--- src/design/rbirq_regs.svh ---
// Register offsets, field positions, reset values and timing for the receive interrupt block
`ifndef RBIRQ_REGS_SVH
`define RBIRQ_REGS_SVH
`define RBIRQ_OFS_PIN_CFG     6'h05
`define RBIRQ_OFS_BYTE_CTL    6'h06
`define RBIRQ_OFS_IRQ_EN      6'h07
`define RBIRQ_OFS_STATUS      6'h08
`define RBIRQ_OFS_DATA_A      6'h09
`define RBIRQ_OFS_DATA_B      6'h0B
`define RBIRQ_RST_PIN_CFG     2'h1
`define RBIRQ_RST_BYTE_MODE   1'h0
`define RBIRQ_RST_EOF_LEN     3'h3
`define RBIRQ_RST_IRQ_EN      8'h00
`define RBIRQ_BIT_BYTE_MODE   3
`define RBIRQ_BIT_SPI_WRITE   7
`define RBIRQ_PIN_OPEN_SRC    2'h3
`define RBIRQ_PIN_OPEN_DRN    2'h2
`define RBIRQ_PIN_CMOS        2'h1
`define RBIRQ_PIN_CMOS_INV    2'h0
`define RBIRQ_SYNC_STAGES     2
`endif

--- src/design/rbirq_pkg.sv ---
// Types shared by the receive interrupt block
package rbirq_pkg;
    typedef struct packed {
        logic       chan;
        logic       all_valid;
        logic [7:0] data;
    } rbirq_word_type;

    typedef enum logic [1:0] {
        SPI_IDLE,
        SPI_ADDR,
        SPI_DATA,
        SPI_DONE
    } rbirq_spi_state_type;
endpackage

--- src/design/rbirq_top.sv ---
// Receive byte path control, event flags and interrupt pin logic, with its word FIFO
// Operation
// - Codes 11/10 drive high/low, else float
// - Codes 01/00 drive actively, true or inverted
// - Byte mode bit selects byte or bit-serial
// - Gap length sets invalid bit times
// - Gap counting starts after a valid bit
// - End of frame moves partial byte out
// - Length zero flags first invalid bit
// - Enable bits per event, both channels
// - Reading empty data register flags underflow
// - Loading unread data register flags overflow
// - Loading data register raises full flag
// - End-of-frame flag cleared by status read
// - Status flags set regardless of enables
// - Status reads zero outside receive mode
// - All-valid flag never raises interrupt
`timescale 1ns/1ps
`include "rbirq_regs.svh"

module rbirq_fifo #(
    parameter int WIDTH = 10,
    parameter int DEPTH = 4
) (
    input  wire logic             clk_sys,
    input  wire logic             resetn,
    input  wire logic             in_valid,
    output logic                  in_ready,
    input  wire logic [WIDTH-1:0] in_data,
    output logic                  out_valid,
    input  wire logic             out_ready,
    output logic      [WIDTH-1:0] out_data
);
    localparam int AW = (DEPTH > 1) ? $clog2(DEPTH) : 1;
    logic [WIDTH-1:0] mem_q [DEPTH];
    logic [AW-1:0]    wr_q;
    logic [AW-1:0]    rd_q;
    logic [AW:0]      cnt_q;
    logic             push;
    logic             pop;

    function automatic logic [AW-1:0] next_ptr(input logic [AW-1:0] p);
        next_ptr = (p == AW'(DEPTH - 1)) ? '0 : p + 1'b1;
    endfunction

    assign in_ready  = (cnt_q != (AW+1)'(DEPTH));
    assign out_valid = (cnt_q != '0);
    assign out_data  = mem_q[rd_q];
    assign push      = in_valid & in_ready;
    assign pop       = out_valid & out_ready;

    always_ff @(posedge clk_sys) begin
        if (push) begin
            mem_q[wr_q] <= in_data;
        end
    end

    always_ff @(posedge clk_sys) begin
        if (!resetn) begin
            wr_q  <= '0;
            rd_q  <= '0;
            cnt_q <= '0;
        end else begin
            if (push) begin
                wr_q <= next_ptr(wr_q);
            end
            if (pop) begin
                rd_q <= next_ptr(rd_q);
            end
            cnt_q <= cnt_q + (AW+1)'(push) - (AW+1)'(pop);
        end
    end
endmodule

module rbirq_top #(
    parameter int FIFO_DEPTH = 4
) (
    input  wire logic       clk_sys,
    input  wire logic       resetn,
    input  wire logic       spi_ss_n,
    input  wire logic       spi_sck,
    input  wire logic       spi_mosi,
    output logic            spi_miso,
    output logic            spi_miso_oe,
    input  wire logic       rx_mode,
    input  wire logic [1:0] rx_bit_strobe,
    input  wire logic [1:0] rx_bit_valid,
    input  wire logic [1:0] rx_bit_value,
    output logic            irq_out,
    output logic            irq_oe,
    output logic            serial_data_pin,
    output logic            serial_data_valid_pin
);
    logic [1:0] ss_s;
    logic [2:0] sck_s;
    logic [1:0] mosi_s;
    rbirq_pkg::rbirq_spi_state_type spi_state_q;
    logic [2:0] bit_cnt_q;
    logic [6:0] shin_q;
    logic       wr_q;
    logic [5:0] addr_q;
    logic [7:0] shout_q;
    logic       sck_rise;
    logic       sck_fall;
    logic [7:0] in_byte;
    logic       addr_done;
    logic       rd_stb;
    logic       wr_stb;

    logic [1:0] pin_cfg_q;
    logic       byte_mode_q;
    logic [2:0] eof_len_q;
    logic [7:0] irq_en_q;

    logic [1:0] full_q, eof_q, under_q, over_q, valid_q, dfull_q;
    logic [7:0] dreg_q [2];
    logic [1:0] armed_q, pend_q;
    logic [2:0] gap_q [2];
    logic [7:0] sh_q [2];
    logic [3:0] nb_q [2];
    rbirq_pkg::rbirq_word_type pend_w_q [2];
    logic [1:0] eof_ev;
    logic [1:0] valid_bit;
    logic [1:0] pop_c;
    logic [1:0] rd_data_c;
    logic       rd_status;
    logic [7:0] status_byte;
    logic [7:0] rd_word;
    logic       irq_act;
    logic       fifo_in_ready;
    logic       fifo_out_valid;
    logic       fifo_out_ready;
    rbirq_pkg::rbirq_word_type fifo_in_w;
    rbirq_pkg::rbirq_word_type fifo_out_w;

    // Pin synchronisers; stage 0 feeds stage 1 only
    always_ff @(posedge clk_sys) begin
        if (!resetn) begin
            ss_s   <= 2'h3;
            sck_s  <= 3'h0;
            mosi_s <= 2'h0;
        end else begin
            ss_s   <= {ss_s[0], spi_ss_n};
            sck_s  <= {sck_s[1:0], spi_sck};
            mosi_s <= {mosi_s[0], spi_mosi};
        end
    end

    assign sck_rise  = sck_s[1] & ~sck_s[2];
    assign sck_fall  = ~sck_s[1] & sck_s[2];
    assign in_byte   = {shin_q, mosi_s[1]};
    assign addr_done = (spi_state_q == rbirq_pkg::SPI_ADDR) && sck_rise && (bit_cnt_q == 3'h7);
    assign rd_stb    = addr_done && !in_byte[`RBIRQ_BIT_SPI_WRITE];
    assign wr_stb    = (spi_state_q == rbirq_pkg::SPI_DATA) && sck_rise && (bit_cnt_q == 3'h7) && wr_q;
    assign rd_status = rd_stb && (in_byte[5:0] == `RBIRQ_OFS_STATUS);
    assign rd_data_c = {rd_stb && (in_byte[5:0] == `RBIRQ_OFS_DATA_B),
                        rd_stb && (in_byte[5:0] == `RBIRQ_OFS_DATA_A)};

    // Status hidden outside receive mode; all-valid bits are status only
    assign status_byte = rx_mode ? {valid_q[1], under_q[1] | over_q[1], eof_q[1], full_q[1],
                                    valid_q[0], under_q[0] | over_q[0], eof_q[0], full_q[0]} : 8'h00;

    function automatic logic [7:0] read_mux(input logic [5:0] a);
        case (a)
            `RBIRQ_OFS_PIN_CFG:  read_mux = {6'h00, pin_cfg_q};
            `RBIRQ_OFS_BYTE_CTL: read_mux = {4'h0, byte_mode_q, eof_len_q};
            `RBIRQ_OFS_IRQ_EN:   read_mux = irq_en_q;
            `RBIRQ_OFS_STATUS:   read_mux = status_byte;
            `RBIRQ_OFS_DATA_A:   read_mux = dreg_q[0];
            `RBIRQ_OFS_DATA_B:   read_mux = dreg_q[1];
            default:             read_mux = 8'h00;
        endcase
    endfunction

    assign rd_word = read_mux(in_byte[5:0]);

    // Serial register port: address byte then one data byte, mode 0
    always_ff @(posedge clk_sys) begin
        if (!resetn) begin
            spi_state_q <= rbirq_pkg::SPI_IDLE;
            bit_cnt_q   <= 3'h0;
            shin_q      <= 7'h00;
            wr_q        <= 1'b0;
            addr_q      <= 6'h00;
        end else if (ss_s[1]) begin
            spi_state_q <= rbirq_pkg::SPI_IDLE;
            bit_cnt_q   <= 3'h0;
        end else begin
            if (sck_rise) begin
                shin_q    <= in_byte[6:0];
                bit_cnt_q <= bit_cnt_q + 3'h1;
            end
            case (spi_state_q)
                rbirq_pkg::SPI_IDLE: begin
                    spi_state_q <= rbirq_pkg::SPI_ADDR;
                end
                rbirq_pkg::SPI_ADDR: begin
                    if (addr_done) begin
                        wr_q        <= in_byte[`RBIRQ_BIT_SPI_WRITE];
                        addr_q      <= in_byte[5:0];
                        spi_state_q <= rbirq_pkg::SPI_DATA;
                    end
                end
                rbirq_pkg::SPI_DATA: begin
                    if (sck_rise && bit_cnt_q == 3'h7) begin
                        spi_state_q <= rbirq_pkg::SPI_DONE;
                    end
                end
                rbirq_pkg::SPI_DONE: begin
                    spi_state_q <= rbirq_pkg::SPI_DONE;
                end
                default: begin
                    spi_state_q <= rbirq_pkg::SPI_IDLE;
                end
            endcase
        end
    end

    always_ff @(posedge clk_sys) begin
        if (!resetn) begin
            shout_q     <= 8'h00;
            spi_miso    <= 1'b0;
            spi_miso_oe <= 1'b0;
        end else begin
            if (rd_stb) begin
                shout_q  <= {rd_word[6:0], 1'b0};
                spi_miso <= rd_word[7];
            end else if (sck_fall && spi_state_q == rbirq_pkg::SPI_DATA) begin
                shout_q  <= {shout_q[6:0], 1'b0};
                spi_miso <= shout_q[7];
            end
            spi_miso_oe <= !ss_s[1] && (rd_stb || (spi_miso_oe && spi_state_q == rbirq_pkg::SPI_DATA));
        end
    end

    // Control registers; reserved bits are not stored
    always_ff @(posedge clk_sys) begin
        if (!resetn) begin
            pin_cfg_q   <= `RBIRQ_RST_PIN_CFG;
            byte_mode_q <= `RBIRQ_RST_BYTE_MODE;
            eof_len_q   <= `RBIRQ_RST_EOF_LEN;
            irq_en_q    <= `RBIRQ_RST_IRQ_EN;
        end else if (wr_stb) begin
            case (addr_q)
                `RBIRQ_OFS_PIN_CFG:  pin_cfg_q <= in_byte[1:0];
                `RBIRQ_OFS_BYTE_CTL: begin
                    byte_mode_q <= in_byte[`RBIRQ_BIT_BYTE_MODE];
                    eof_len_q   <= in_byte[2:0];
                end
                `RBIRQ_OFS_IRQ_EN:   irq_en_q <= in_byte;
                default:             irq_en_q <= irq_en_q;
            endcase
        end
    end

    always_comb begin
        for (int c = 0; c < 2; c++) begin
            valid_bit[c] = rx_mode && rx_bit_strobe[c] && rx_bit_valid[c];
            eof_ev[c]    = rx_mode && rx_bit_strobe[c] && !rx_bit_valid[c] && armed_q[c]
                           && (gap_q[c] == eof_len_q);
            pop_c[c]     = fifo_out_valid && fifo_out_ready && (fifo_out_w.chan == c[0]);
        end
    end

    // Gap counting and byte assembly per channel
    always_ff @(posedge clk_sys) begin
        if (!resetn) begin
            armed_q <= 2'h0;
            pend_q  <= 2'h0;
            for (int c = 0; c < 2; c++) begin
                gap_q[c]    <= 3'h0;
                sh_q[c]     <= 8'h00;
                nb_q[c]     <= 4'h0;
                pend_w_q[c] <= '0;
            end
        end else begin
            for (int c = 0; c < 2; c++) begin
                if (fifo_in_ready && (c == 0 ? pend_q[0] : !pend_q[0])) begin
                    pend_q[c] <= 1'b0;
                end
                if (!rx_mode) begin
                    armed_q[c] <= 1'b0;
                    nb_q[c]    <= 4'h0;
                end else if (valid_bit[c]) begin
                    armed_q[c] <= 1'b1;
                    gap_q[c]   <= 3'h0;
                    if (byte_mode_q) begin
                        sh_q[c] <= {sh_q[c][6:0], rx_bit_value[c]};
                        nb_q[c] <= (nb_q[c] == 4'h7) ? 4'h0 : nb_q[c] + 4'h1;
                        if (nb_q[c] == 4'h7) begin
                            pend_q[c]   <= 1'b1;
                            pend_w_q[c] <= '{chan: c[0], all_valid: 1'b1, data: {sh_q[c][6:0], rx_bit_value[c]}};
                        end
                    end
                end else if (eof_ev[c]) begin
                    armed_q[c] <= 1'b0;
                    nb_q[c]    <= 4'h0;
                    if (byte_mode_q && nb_q[c] != 4'h0) begin
                        pend_q[c]   <= 1'b1;
                        pend_w_q[c] <= '{chan: c[0], all_valid: 1'b0, data: sh_q[c]};
                    end
                end else if (rx_bit_strobe[c] && armed_q[c]) begin
                    gap_q[c] <= gap_q[c] + 3'h1;
                end
            end
        end
    end

    assign fifo_in_w      = pend_q[0] ? pend_w_q[0] : pend_w_q[1];
    // Hold data registers steady while the host shifts a byte
    assign fifo_out_ready = (spi_state_q != rbirq_pkg::SPI_DATA);

    rbirq_fifo #(
        .WIDTH ($bits(rbirq_pkg::rbirq_word_type)),
        .DEPTH (FIFO_DEPTH)
    ) u_fifo (
        .clk_sys   (clk_sys),
        .resetn    (resetn),
        .in_valid  (|pend_q),
        .in_ready  (fifo_in_ready),
        .in_data   (fifo_in_w),
        .out_valid (fifo_out_valid),
        .out_ready (fifo_out_ready),
        .out_data  (fifo_out_w)
    );

    // Event flags; a set in the clearing cycle wins
    always_ff @(posedge clk_sys) begin
        if (!resetn) begin
            full_q  <= 2'h0;
            eof_q   <= 2'h0;
            under_q <= 2'h0;
            over_q  <= 2'h0;
            valid_q <= 2'h0;
            dfull_q <= 2'h0;
            dreg_q  <= '{8'h00, 8'h00};
        end else begin
            for (int c = 0; c < 2; c++) begin
                if (rd_status) begin
                    full_q[c]  <= 1'b0;
                    eof_q[c]   <= 1'b0;
                    under_q[c] <= 1'b0;
                    over_q[c]  <= 1'b0;
                end
                if (rd_data_c[c]) begin
                    dfull_q[c] <= 1'b0;
                    if (!dfull_q[c]) begin
                        under_q[c] <= 1'b1;
                    end
                end
                if (eof_ev[c]) begin
                    eof_q[c] <= 1'b1;
                end
                if (pop_c[c]) begin
                    dreg_q[c]  <= fifo_out_w.data;
                    valid_q[c] <= fifo_out_w.all_valid;
                    dfull_q[c] <= 1'b1;
                    full_q[c]  <= 1'b1;
                    if (dfull_q[c] && !rd_data_c[c]) begin
                        over_q[c] <= 1'b1;
                    end
                end
            end
        end
    end

    // Enable order per channel: underflow, overflow, end of frame, full
    assign irq_act = rx_mode && |({under_q[1], over_q[1], eof_q[1], full_q[1],
                                   under_q[0], over_q[0], eof_q[0], full_q[0]} & irq_en_q);

    always_ff @(posedge clk_sys) begin
        if (!resetn) begin
            irq_out <= 1'b0;
            irq_oe  <= 1'b1;
        end else begin
            case (pin_cfg_q)
                `RBIRQ_PIN_OPEN_SRC: begin
                    irq_out <= 1'b1;
                    irq_oe  <= irq_act;
                end
                `RBIRQ_PIN_OPEN_DRN: begin
                    irq_out <= 1'b0;
                    irq_oe  <= irq_act;
                end
                `RBIRQ_PIN_CMOS: begin
                    irq_out <= irq_act;
                    irq_oe  <= 1'b1;
                end
                default: begin
                    irq_out <= !irq_act;
                    irq_oe  <= 1'b1;
                end
            endcase
        end
    end

    // Bit-serial path for channel A when byte mode is off
    always_ff @(posedge clk_sys) begin
        if (!resetn) begin
            serial_data_pin       <= 1'b0;
            serial_data_valid_pin <= 1'b0;
        end else if (!byte_mode_q && rx_bit_strobe[0]) begin
            serial_data_pin       <= rx_bit_value[0];
            serial_data_valid_pin <= rx_bit_valid[0] && rx_mode;
        end
    end

    open_source_a: assert property (@(posedge clk_sys) disable iff (!resetn)
        (irq_act && pin_cfg_q == 2'h3) |=> (irq_out && irq_oe)) else $error("open source pin not driven high");
    open_drain_a: assert property (@(posedge clk_sys) disable iff (!resetn)
        (!irq_act && pin_cfg_q == 2'h2) |=> !irq_oe) else $error("open drain pin not released");
    cmos_inverted_a: assert property (@(posedge clk_sys) disable iff (!resetn)
        (!irq_act && pin_cfg_q == 2'h0) |=> (irq_out && irq_oe)) else $error("inverted pin not high when idle");
    cmos_follow_a: assert property (@(posedge clk_sys) disable iff (!resetn)
        (pin_cfg_q == 2'h1 && $stable(pin_cfg_q)) |-> (irq_oe && irq_out == $past(irq_act)))
        else $error("cmos pin does not follow pending events");
    eof_needs_arm_a: assert property (@(posedge clk_sys) disable iff (!resetn)
        valid_bit[0] |=> (armed_q[0] && gap_q[0] == 3'h0)) else $error("valid bit did not arm gap count");
    eof_flag_set_a: assert property (@(posedge clk_sys) disable iff (!resetn)
        eof_ev[0] |=> eof_q[0]) else $error("end of frame flag not set");
    underflow_flag_a: assert property (@(posedge clk_sys) disable iff (!resetn)
        (rd_data_c[0] && !dfull_q[0]) |=> under_q[0]) else $error("underflow not flagged");
    overflow_flag_a: assert property (@(posedge clk_sys) disable iff (!resetn)
        (pop_c[0] && dfull_q[0] && !rd_data_c[0]) |=> over_q[0]) else $error("overflow not flagged");
    full_flag_a: assert property (@(posedge clk_sys) disable iff (!resetn)
        pop_c[0] |=> (full_q[0] && dfull_q[0])) else $error("full not flagged on load");
    status_idle_a: assert property (@(posedge clk_sys) disable iff (!resetn)
        !rx_mode |-> (status_byte == 8'h00 && !irq_act)) else $error("status visible outside receive mode");
    serial_path_a: assert property (@(posedge clk_sys) disable iff (!resetn)
        (!byte_mode_q && rx_bit_strobe[0]) |=> serial_data_valid_pin == $past(rx_bit_valid[0] && rx_mode))
        else $error("bit-serial valid pin wrong");
endmodule

--- config.mk ---
export PLATFORM = sky130hd
export DESIGN_NAME = rbirq_top
export DESIGN_NICKNAME = d
export VERILOG_FILES = /design/src/design/rbirq_pkg.sv /design/src/design/rbirq_top.sv
export VERILOG_INCLUDE_DIRS = /design/src /design/src/design
export SDC_FILE = /design/constraint.sdc
export NUM_CORES = 1
export LEC_CHECK = 0
export ABC_CLOCK_PERIOD_IN_PS = 5200
export BUFFER_PORTS_ARGS = -buffer_cell sky130_fd_sc_hd__buf_4
export CORE_MARGIN = 4
export CORE_UTILIZATION = 45
export CTS_BUF_LIST = sky130_fd_sc_hd__clkbuf_16
export DETAILED_ROUTE_END_ITERATION = 6
export PLACE_DENSITY_LB_ADDON = 0.15
export SLEW_MARGIN = 40
export SYNTH_ARGS = -nofsm -noshare
export SYNTH_HDL_FRONTEND = slang
export SYNTH_SLANG_ARGS = --single-unit
--- constraint.sdc ---
create_clock -name clk_sys -period 5.2 [get_ports clk_sys]
set_clock_uncertainty 0.15 [all_clocks]
set_input_delay 0.26 -clock clk_sys [delete_from_list [all_inputs] [get_ports clk_sys]]
set_output_delay 0.26 -clock clk_sys [all_outputs]
set_load 0.01 [all_outputs]
## Word-level counts from Yosys, hierarchy flattened

Memories as Yosys holds them, arrays and structs flattened. A register that Yosys moved wholly into a read port is not among the register bits.
Cells that the tools add are included.

| storage, ports and cells | value |
|---|---|
| register bits | 92 |
| RAM bits | 90 |
| bits of input ports | 12 |
| output and inout port bits | 6 |
| word-level logic and storage cells | 318 |
| memories kept | 5 |

Memory list:

| memory | words | width | rd ports | clocked after Yosys merged registers in | write ports | line | text |
|---|---|---|---|---|---|---|---|
| u_fifo.mem_q | 4 | 10 | 1 | 1 | 1 | rbirq_top.sv:35 | `logic [WIDTH-1:0] mem_q [DEPTH];` |
| pend_w_q | 2 | 10 | 2 | 0 | 2 | rbirq_top.sv:121 | `rbirq_pkg::rbirq_word_type pend_w_q [2];` |
| sh_q | 2 | 8 | 2 | 0 | 2 | rbirq_top.sv:119 | `logic [7:0] sh_q [2];` |
| nb_q | 2 | 4 | 2 | 0 | 2 | rbirq_top.sv:120 | `logic [3:0] nb_q [2];` |
| gap_q | 2 | 3 | 2 | 0 | 2 | rbirq_top.sv:118 | `logic [2:0] gap_q [2];` |

| operators by class | value |
|---|---|
| add/sub/neg operators | 9 |
| equal/unequal tests | 26 |
| muxes and demuxes | 141 |
| bitwise operators | 28 |
| reduce and logical (&&, ||, !) cells | 72 |

Operators by type and width:

| kind | number |
|---|---|
| $mux 1 | 110 |
| $mux 10 | 5 |
| $pmux 8 s6 | 1 |
| $mux 8 | 5 |
| $logic_and 1x1->1 | 37 |
| $eq 6x3->1 const B | 6 |
| $mux 4 | 8 |
| $eq 6x4->1 const B | 3 |
| $or 1x1->1 | 18 |
| $reduce_bool 2->1 | 9 |
| $reduce_and 2->1 | 7 |
| $eq 2x2->1 const B | 6 |
| $mux 2 | 6 |
| $mux 3 | 4 |
| $add 3x1->3 const B | 3 |
| $logic_not 1->1 | 9 |
| $add 4x1->4 const B | 2 |
| $and 8x8->8 | 1 |
| $eq 4x3->1 const B | 2 |
| $pmux 2 s4 | 1 |
| $reduce_bool 4->1 | 2 |
| $reduce_or 8->1 | 1 |
| $eq 3x3->1 | 2 |
| $reduce_or 2->1 | 3 |
| 15 further kinds | 25 |

## Longest topological paths before layout

| depth | value |
|---|---|
| word-level depth | 10 |
| gate-level depth with buffers | 11 |
| mapped depth without buffers | 11 |

## Modules after synthesis

Synthesis repeated with hierarchy kept, for this count alone.

| unflattened totals | value |
|---|---|
| cells, all modules | 686 |
| area, all modules | 7,802.5 um^2 |

Modules (own cells, without submodules):

| module | times used | cells an instance | area an instance (um^2) | seq. area each (um^2) |
|---|---|---|---|---|
| rbirq_top | 1 | 582 | 5,878.1 | 3,153.0 |
| rbirq_fifo | 1 | 104 | 1,924.3 | 1,381.3 |

## Worst setup path after synthesis

Ideal clock, no wire load.

| timing path | value |
|---|---|
| kind | register -> register |
| start | reg u_fifo.cnt_q[1] |
| end | reg u_fifo.cnt_q[2] |
| library setup time | 128 ps |
| arrival time | 2,170 ps |
| required time | 4,922 ps |
| path slack | 2,753 ps |
| cell stages (with the launch flop) | 11 |
| path buffers | 0 |
| clock period less this slack | 2,447 ps |
| cell sequence | dfxtp_1 o31ai_1 inv_1 ha_1 inv_1 ha_1 inv_1 fa_1 xor2_1 xnor2_1 nor2_1 |

| between the ends | value |
|---|---|
| elaborated cells between the ends (all ways) | 6 |
| classes of those cells | add/sub: 2; eq/ne: 1; bitwise: 2; reduce/logical: 1 |

RTL lines:

| what | line | text |
|---|---|---|
| start: declaration | rbirq_top.sv:38 | `logic [AW:0] cnt_q;` |
| start signal: assignment | rbirq_top.sv:70 | `cnt_q <= cnt_q + (AW+1)'(push) - (AW+1)'(pop);` |
| $reduce_bool 3->1 | rbirq_top.sv:47 | `assign out_valid = (cnt_q != '0);` |
| $and 1x1->1 | rbirq_top.sv:50 | `assign pop = out_valid & out_ready;` |
| net u_fifo.pop | rbirq_top.sv:40 | `logic pop;` |
| $sub 3x1->3 | rbirq_top.sv:70 |  |

The timed path passes the listed nets, and every way through them passes these cells.
A chain may end at the register's enable or synchronous reset.

## Worst setup path in the final report

Ends and elaborated chain as after synthesis.

==> impl_metrics.tcl <==
set metrics [dict create \
    dp_hpwl_um 10700 \
    dr.first_iter.drc_count 312 \
    insertion_delay_ns 0.42 \
    fp.dieW_um 139 \
    outcome "finished, final reports clean" \
    wire_per_inst_um 17.1 \
    grt-ovfl-total 0 \
    grt_pass1_vias 4952 \
    slew_violations 0 \
    synth_xor_xnor_area_share 0.0182 \
    core_mm2 0.0167 \
    hold_class "in -> reg" \
    cp.arrival_ns 2.87 \
    hold_violations 0 \
    post-route-period-util 0.524 \
    path_common_cell "inv_1" \
    vdd_drop_max_mv 0.225 \
    post_route_cells_drive_above_1_share 0.111 \
    cp_max_fo 5 \
    cp.required_ns 5.35 \
    syn_inst 654 \
    synth_compound_area_frac 0.0821 \
    rows 47 \
    cts.sinks 183 \
    endpoint_kind "flop" \
    worstPathCellList "o31ai_1 > inv_1 > ha_1 > inv_1 > ha_1 > inv_1 > fa_1 > xor2_1 > xnor2_1 > nor2_1" \
    max_slew_margin 0.461 \
    ff_latch_area_mm2 0.00453 \
    synth-seq-area-share 0.588 \
    yosysUniqueCellTypes 57 \
    track_usage 0.168 \
    synth_nets 682 \
    chipHeight_um 139 \
    cp_slowest_cell "o31ai_1" \
    area_growth_pct 12.4 \
    final_cell_mix "dfxtp_1 (96), nor2_1 (91), edfxtp_1 (87), mux2i_1 (57), nand2_1 (33)" \
    multi_input_area_mm2 0.00299 \
    path_clk_slew_ns 0.07 \
    rsz0062_at_grt "false" \
    ctsLongestPathBuffers 2 \
    start_util 0.462 \
    synthArstFlopShare 0 \
    fill_cells 1527 \
    dieArea_mm2 0.0193 \
    fmax_mhz 367 \
    worst_pin_slew_ns 0.806 \
    ys.warnings.count 0 \
    vias 4911 \
    antenna_cells 0 \
    ant_nets 0 \
    cp_slowest_stage_delay_ns 0.55 \
    setup_tns_ns 0 \
    placed_cell_area_mm2 0.00800 \
    yosys-mux-area-fraction 0.116 \
    num_io_pins 18 \
    grt_first_pass_wirelength_um 26100 \
    synth_top_family_by_area "simple AND/OR/NAND/NOR gates" \
    fin_area_mm2 0.00867 \
    cts_root_buffer "clkbuf_16" \
    htreeDepth 4 \
    synthAdderAreaFrac 0.0269 \
    antenna_found_initial 0 \
    final_common_cell "dfxtp_1" \
    cts_setup_buffers 0 \
    nNetsFinal 700 \
    via_per_inst 5.43 \
    postSynthAreaPerCell_um2 11.8 \
    synth_flop_cell "dfxtp_1" \
    routed_wl_um 15500 \
    yosys.area_share.simple 0.143 \
    start_kind "flop" \
    syn_area_mm2 0.00771 \
    ys_seq_elements 183 \
    first_pass_iters 5 \
    synth_edf_count 87 \
    cts_tree "yes" \
    fin_crit_ns 2.73 \
    numCtsBuffers 17 \
    maxCapViolCount 0 \
    critPathKind "reg -> reg" \
    port_buffers 17 \
    finalSetupViolations 0 \
    leakagePower_nw 3.21 \
    drc 0 \
    p_per_area_mw_per_mm2 377 \
    gp_congestion 0.835 \
    grt_max_degree 37 \
]
[worst paths after layout]
path | from | endpoint | slack, ns | depth (start not counted)
worst max-delay path | u_fifo.cnt_q[1] | u_fifo.cnt_q[2] | 2.47 | 10
worst min-delay path | resetn | pin_cfg_q[0] | 0.05 | 2
worst min register to register | ss_s[0] | ss_s[1] | 0.26 | 1
worst max register to register | u_fifo.cnt_q[1] | u_fifo.cnt_q[2] | 2.47 | 10
[state kept, by name (all words and copies together) (netlist names), 6 cells and up, named ones only]
signal and flops:
addr_q 6, dreg_q 16, gap_q 6, irq_en_q 8, nb_q 8, pend_w_q 19
sh_q 16, shin_q 7, shout_q 7, u_fifo.mem_q 40
[cell type report]
type / instances / share of cell area
flip-flops and latches: 183 / 0.523
multi-input cells: 425 / 0.345
clock buffers: 20 / 0.0577
well taps: 220 / 0.0318
repair buffers: 31 / 0.0297
clock inverters: 12 / 0.00678
inverters: 14 / 0.00606
[critical path: cells and delay by family, from the launching register on]
| kind | cells | cell delay (ns) |
|---|---|---|
| fa+ha+maj | 3 | 0.86 |
| compound gates | 1 | 0.55 |
| flops | 1 | 0.35 |
| buf+inv | 3 | 0.30 |
| simple gates | 1 | 0.05 |
| xor+xnor | 2 | 0.33 |
[layer usage]
metal,track usage,vias to the layer above,share of wire
met5,0,-,0
met4,0.0505,0,0.012
met3,0.0314,19,0.028
met2,0.276,74,0.48
met1,0.228,2418,0.48
li1,-,2400,-
[timing repair]
action,4_1_cts,5_1_grt
resized for setup,0,0
hold buffers,10,0
endpoints found under the hold margin,10,0
[per-stage QoR]
step,total power [mW],utilization,hold WS [ns],instances,setup slack (ns)
after floorplan,1.98,-,0.211,654,2.75
after global placement,2.07,0.479,0.249,863,2.37
after detailed placement,2.09,0.479,0.248,863,2.44
after CTS,3.30,0.519,0.0396,905,2.46
after global routing,3.42,0.519,0.0595,905,2.23
final,3.27,0.519,0.0539,905,2.47
[cells by family after synthesis]
group / count (synthesis)
muxes: 76
and+or+nand+nor: 221
adders and majority gates: 16
xor gates and xnor gates: 16
DFF: 183
buffers and inverters: 46
AOI/OAI and AO/OA: 96
[report_power, final]
part           switching (mW)  internal [mW]
Combinational           0.177          0.181
Sequential              0.104           1.60
Clock                   0.523          0.685
Total                   0.804           2.46
[Yosys cell counts (9+ instances only)]
master    instances  share of area
ha_1             15          0.024
mux2_2            9          0.013
a22oi_1          13          0.013
nand2_1          33          0.016
nor2_1           92          0.045
nand4_1           9         0.0073
xnor2_1          13          0.015
mux2i_1          57          0.074
nand3_1          12         0.0078
inv_1            14         0.0068
dfxtp_1          96           0.25
mux4_2           10          0.029
clkbuf_1         20         0.0097
a22o_1           12          0.014
o21ai_0          17          0.011
and2_1           28          0.023
edfxtp_1         87           0.34
a21oi_1          28          0.018
Power figures use the tool's default switching activity.
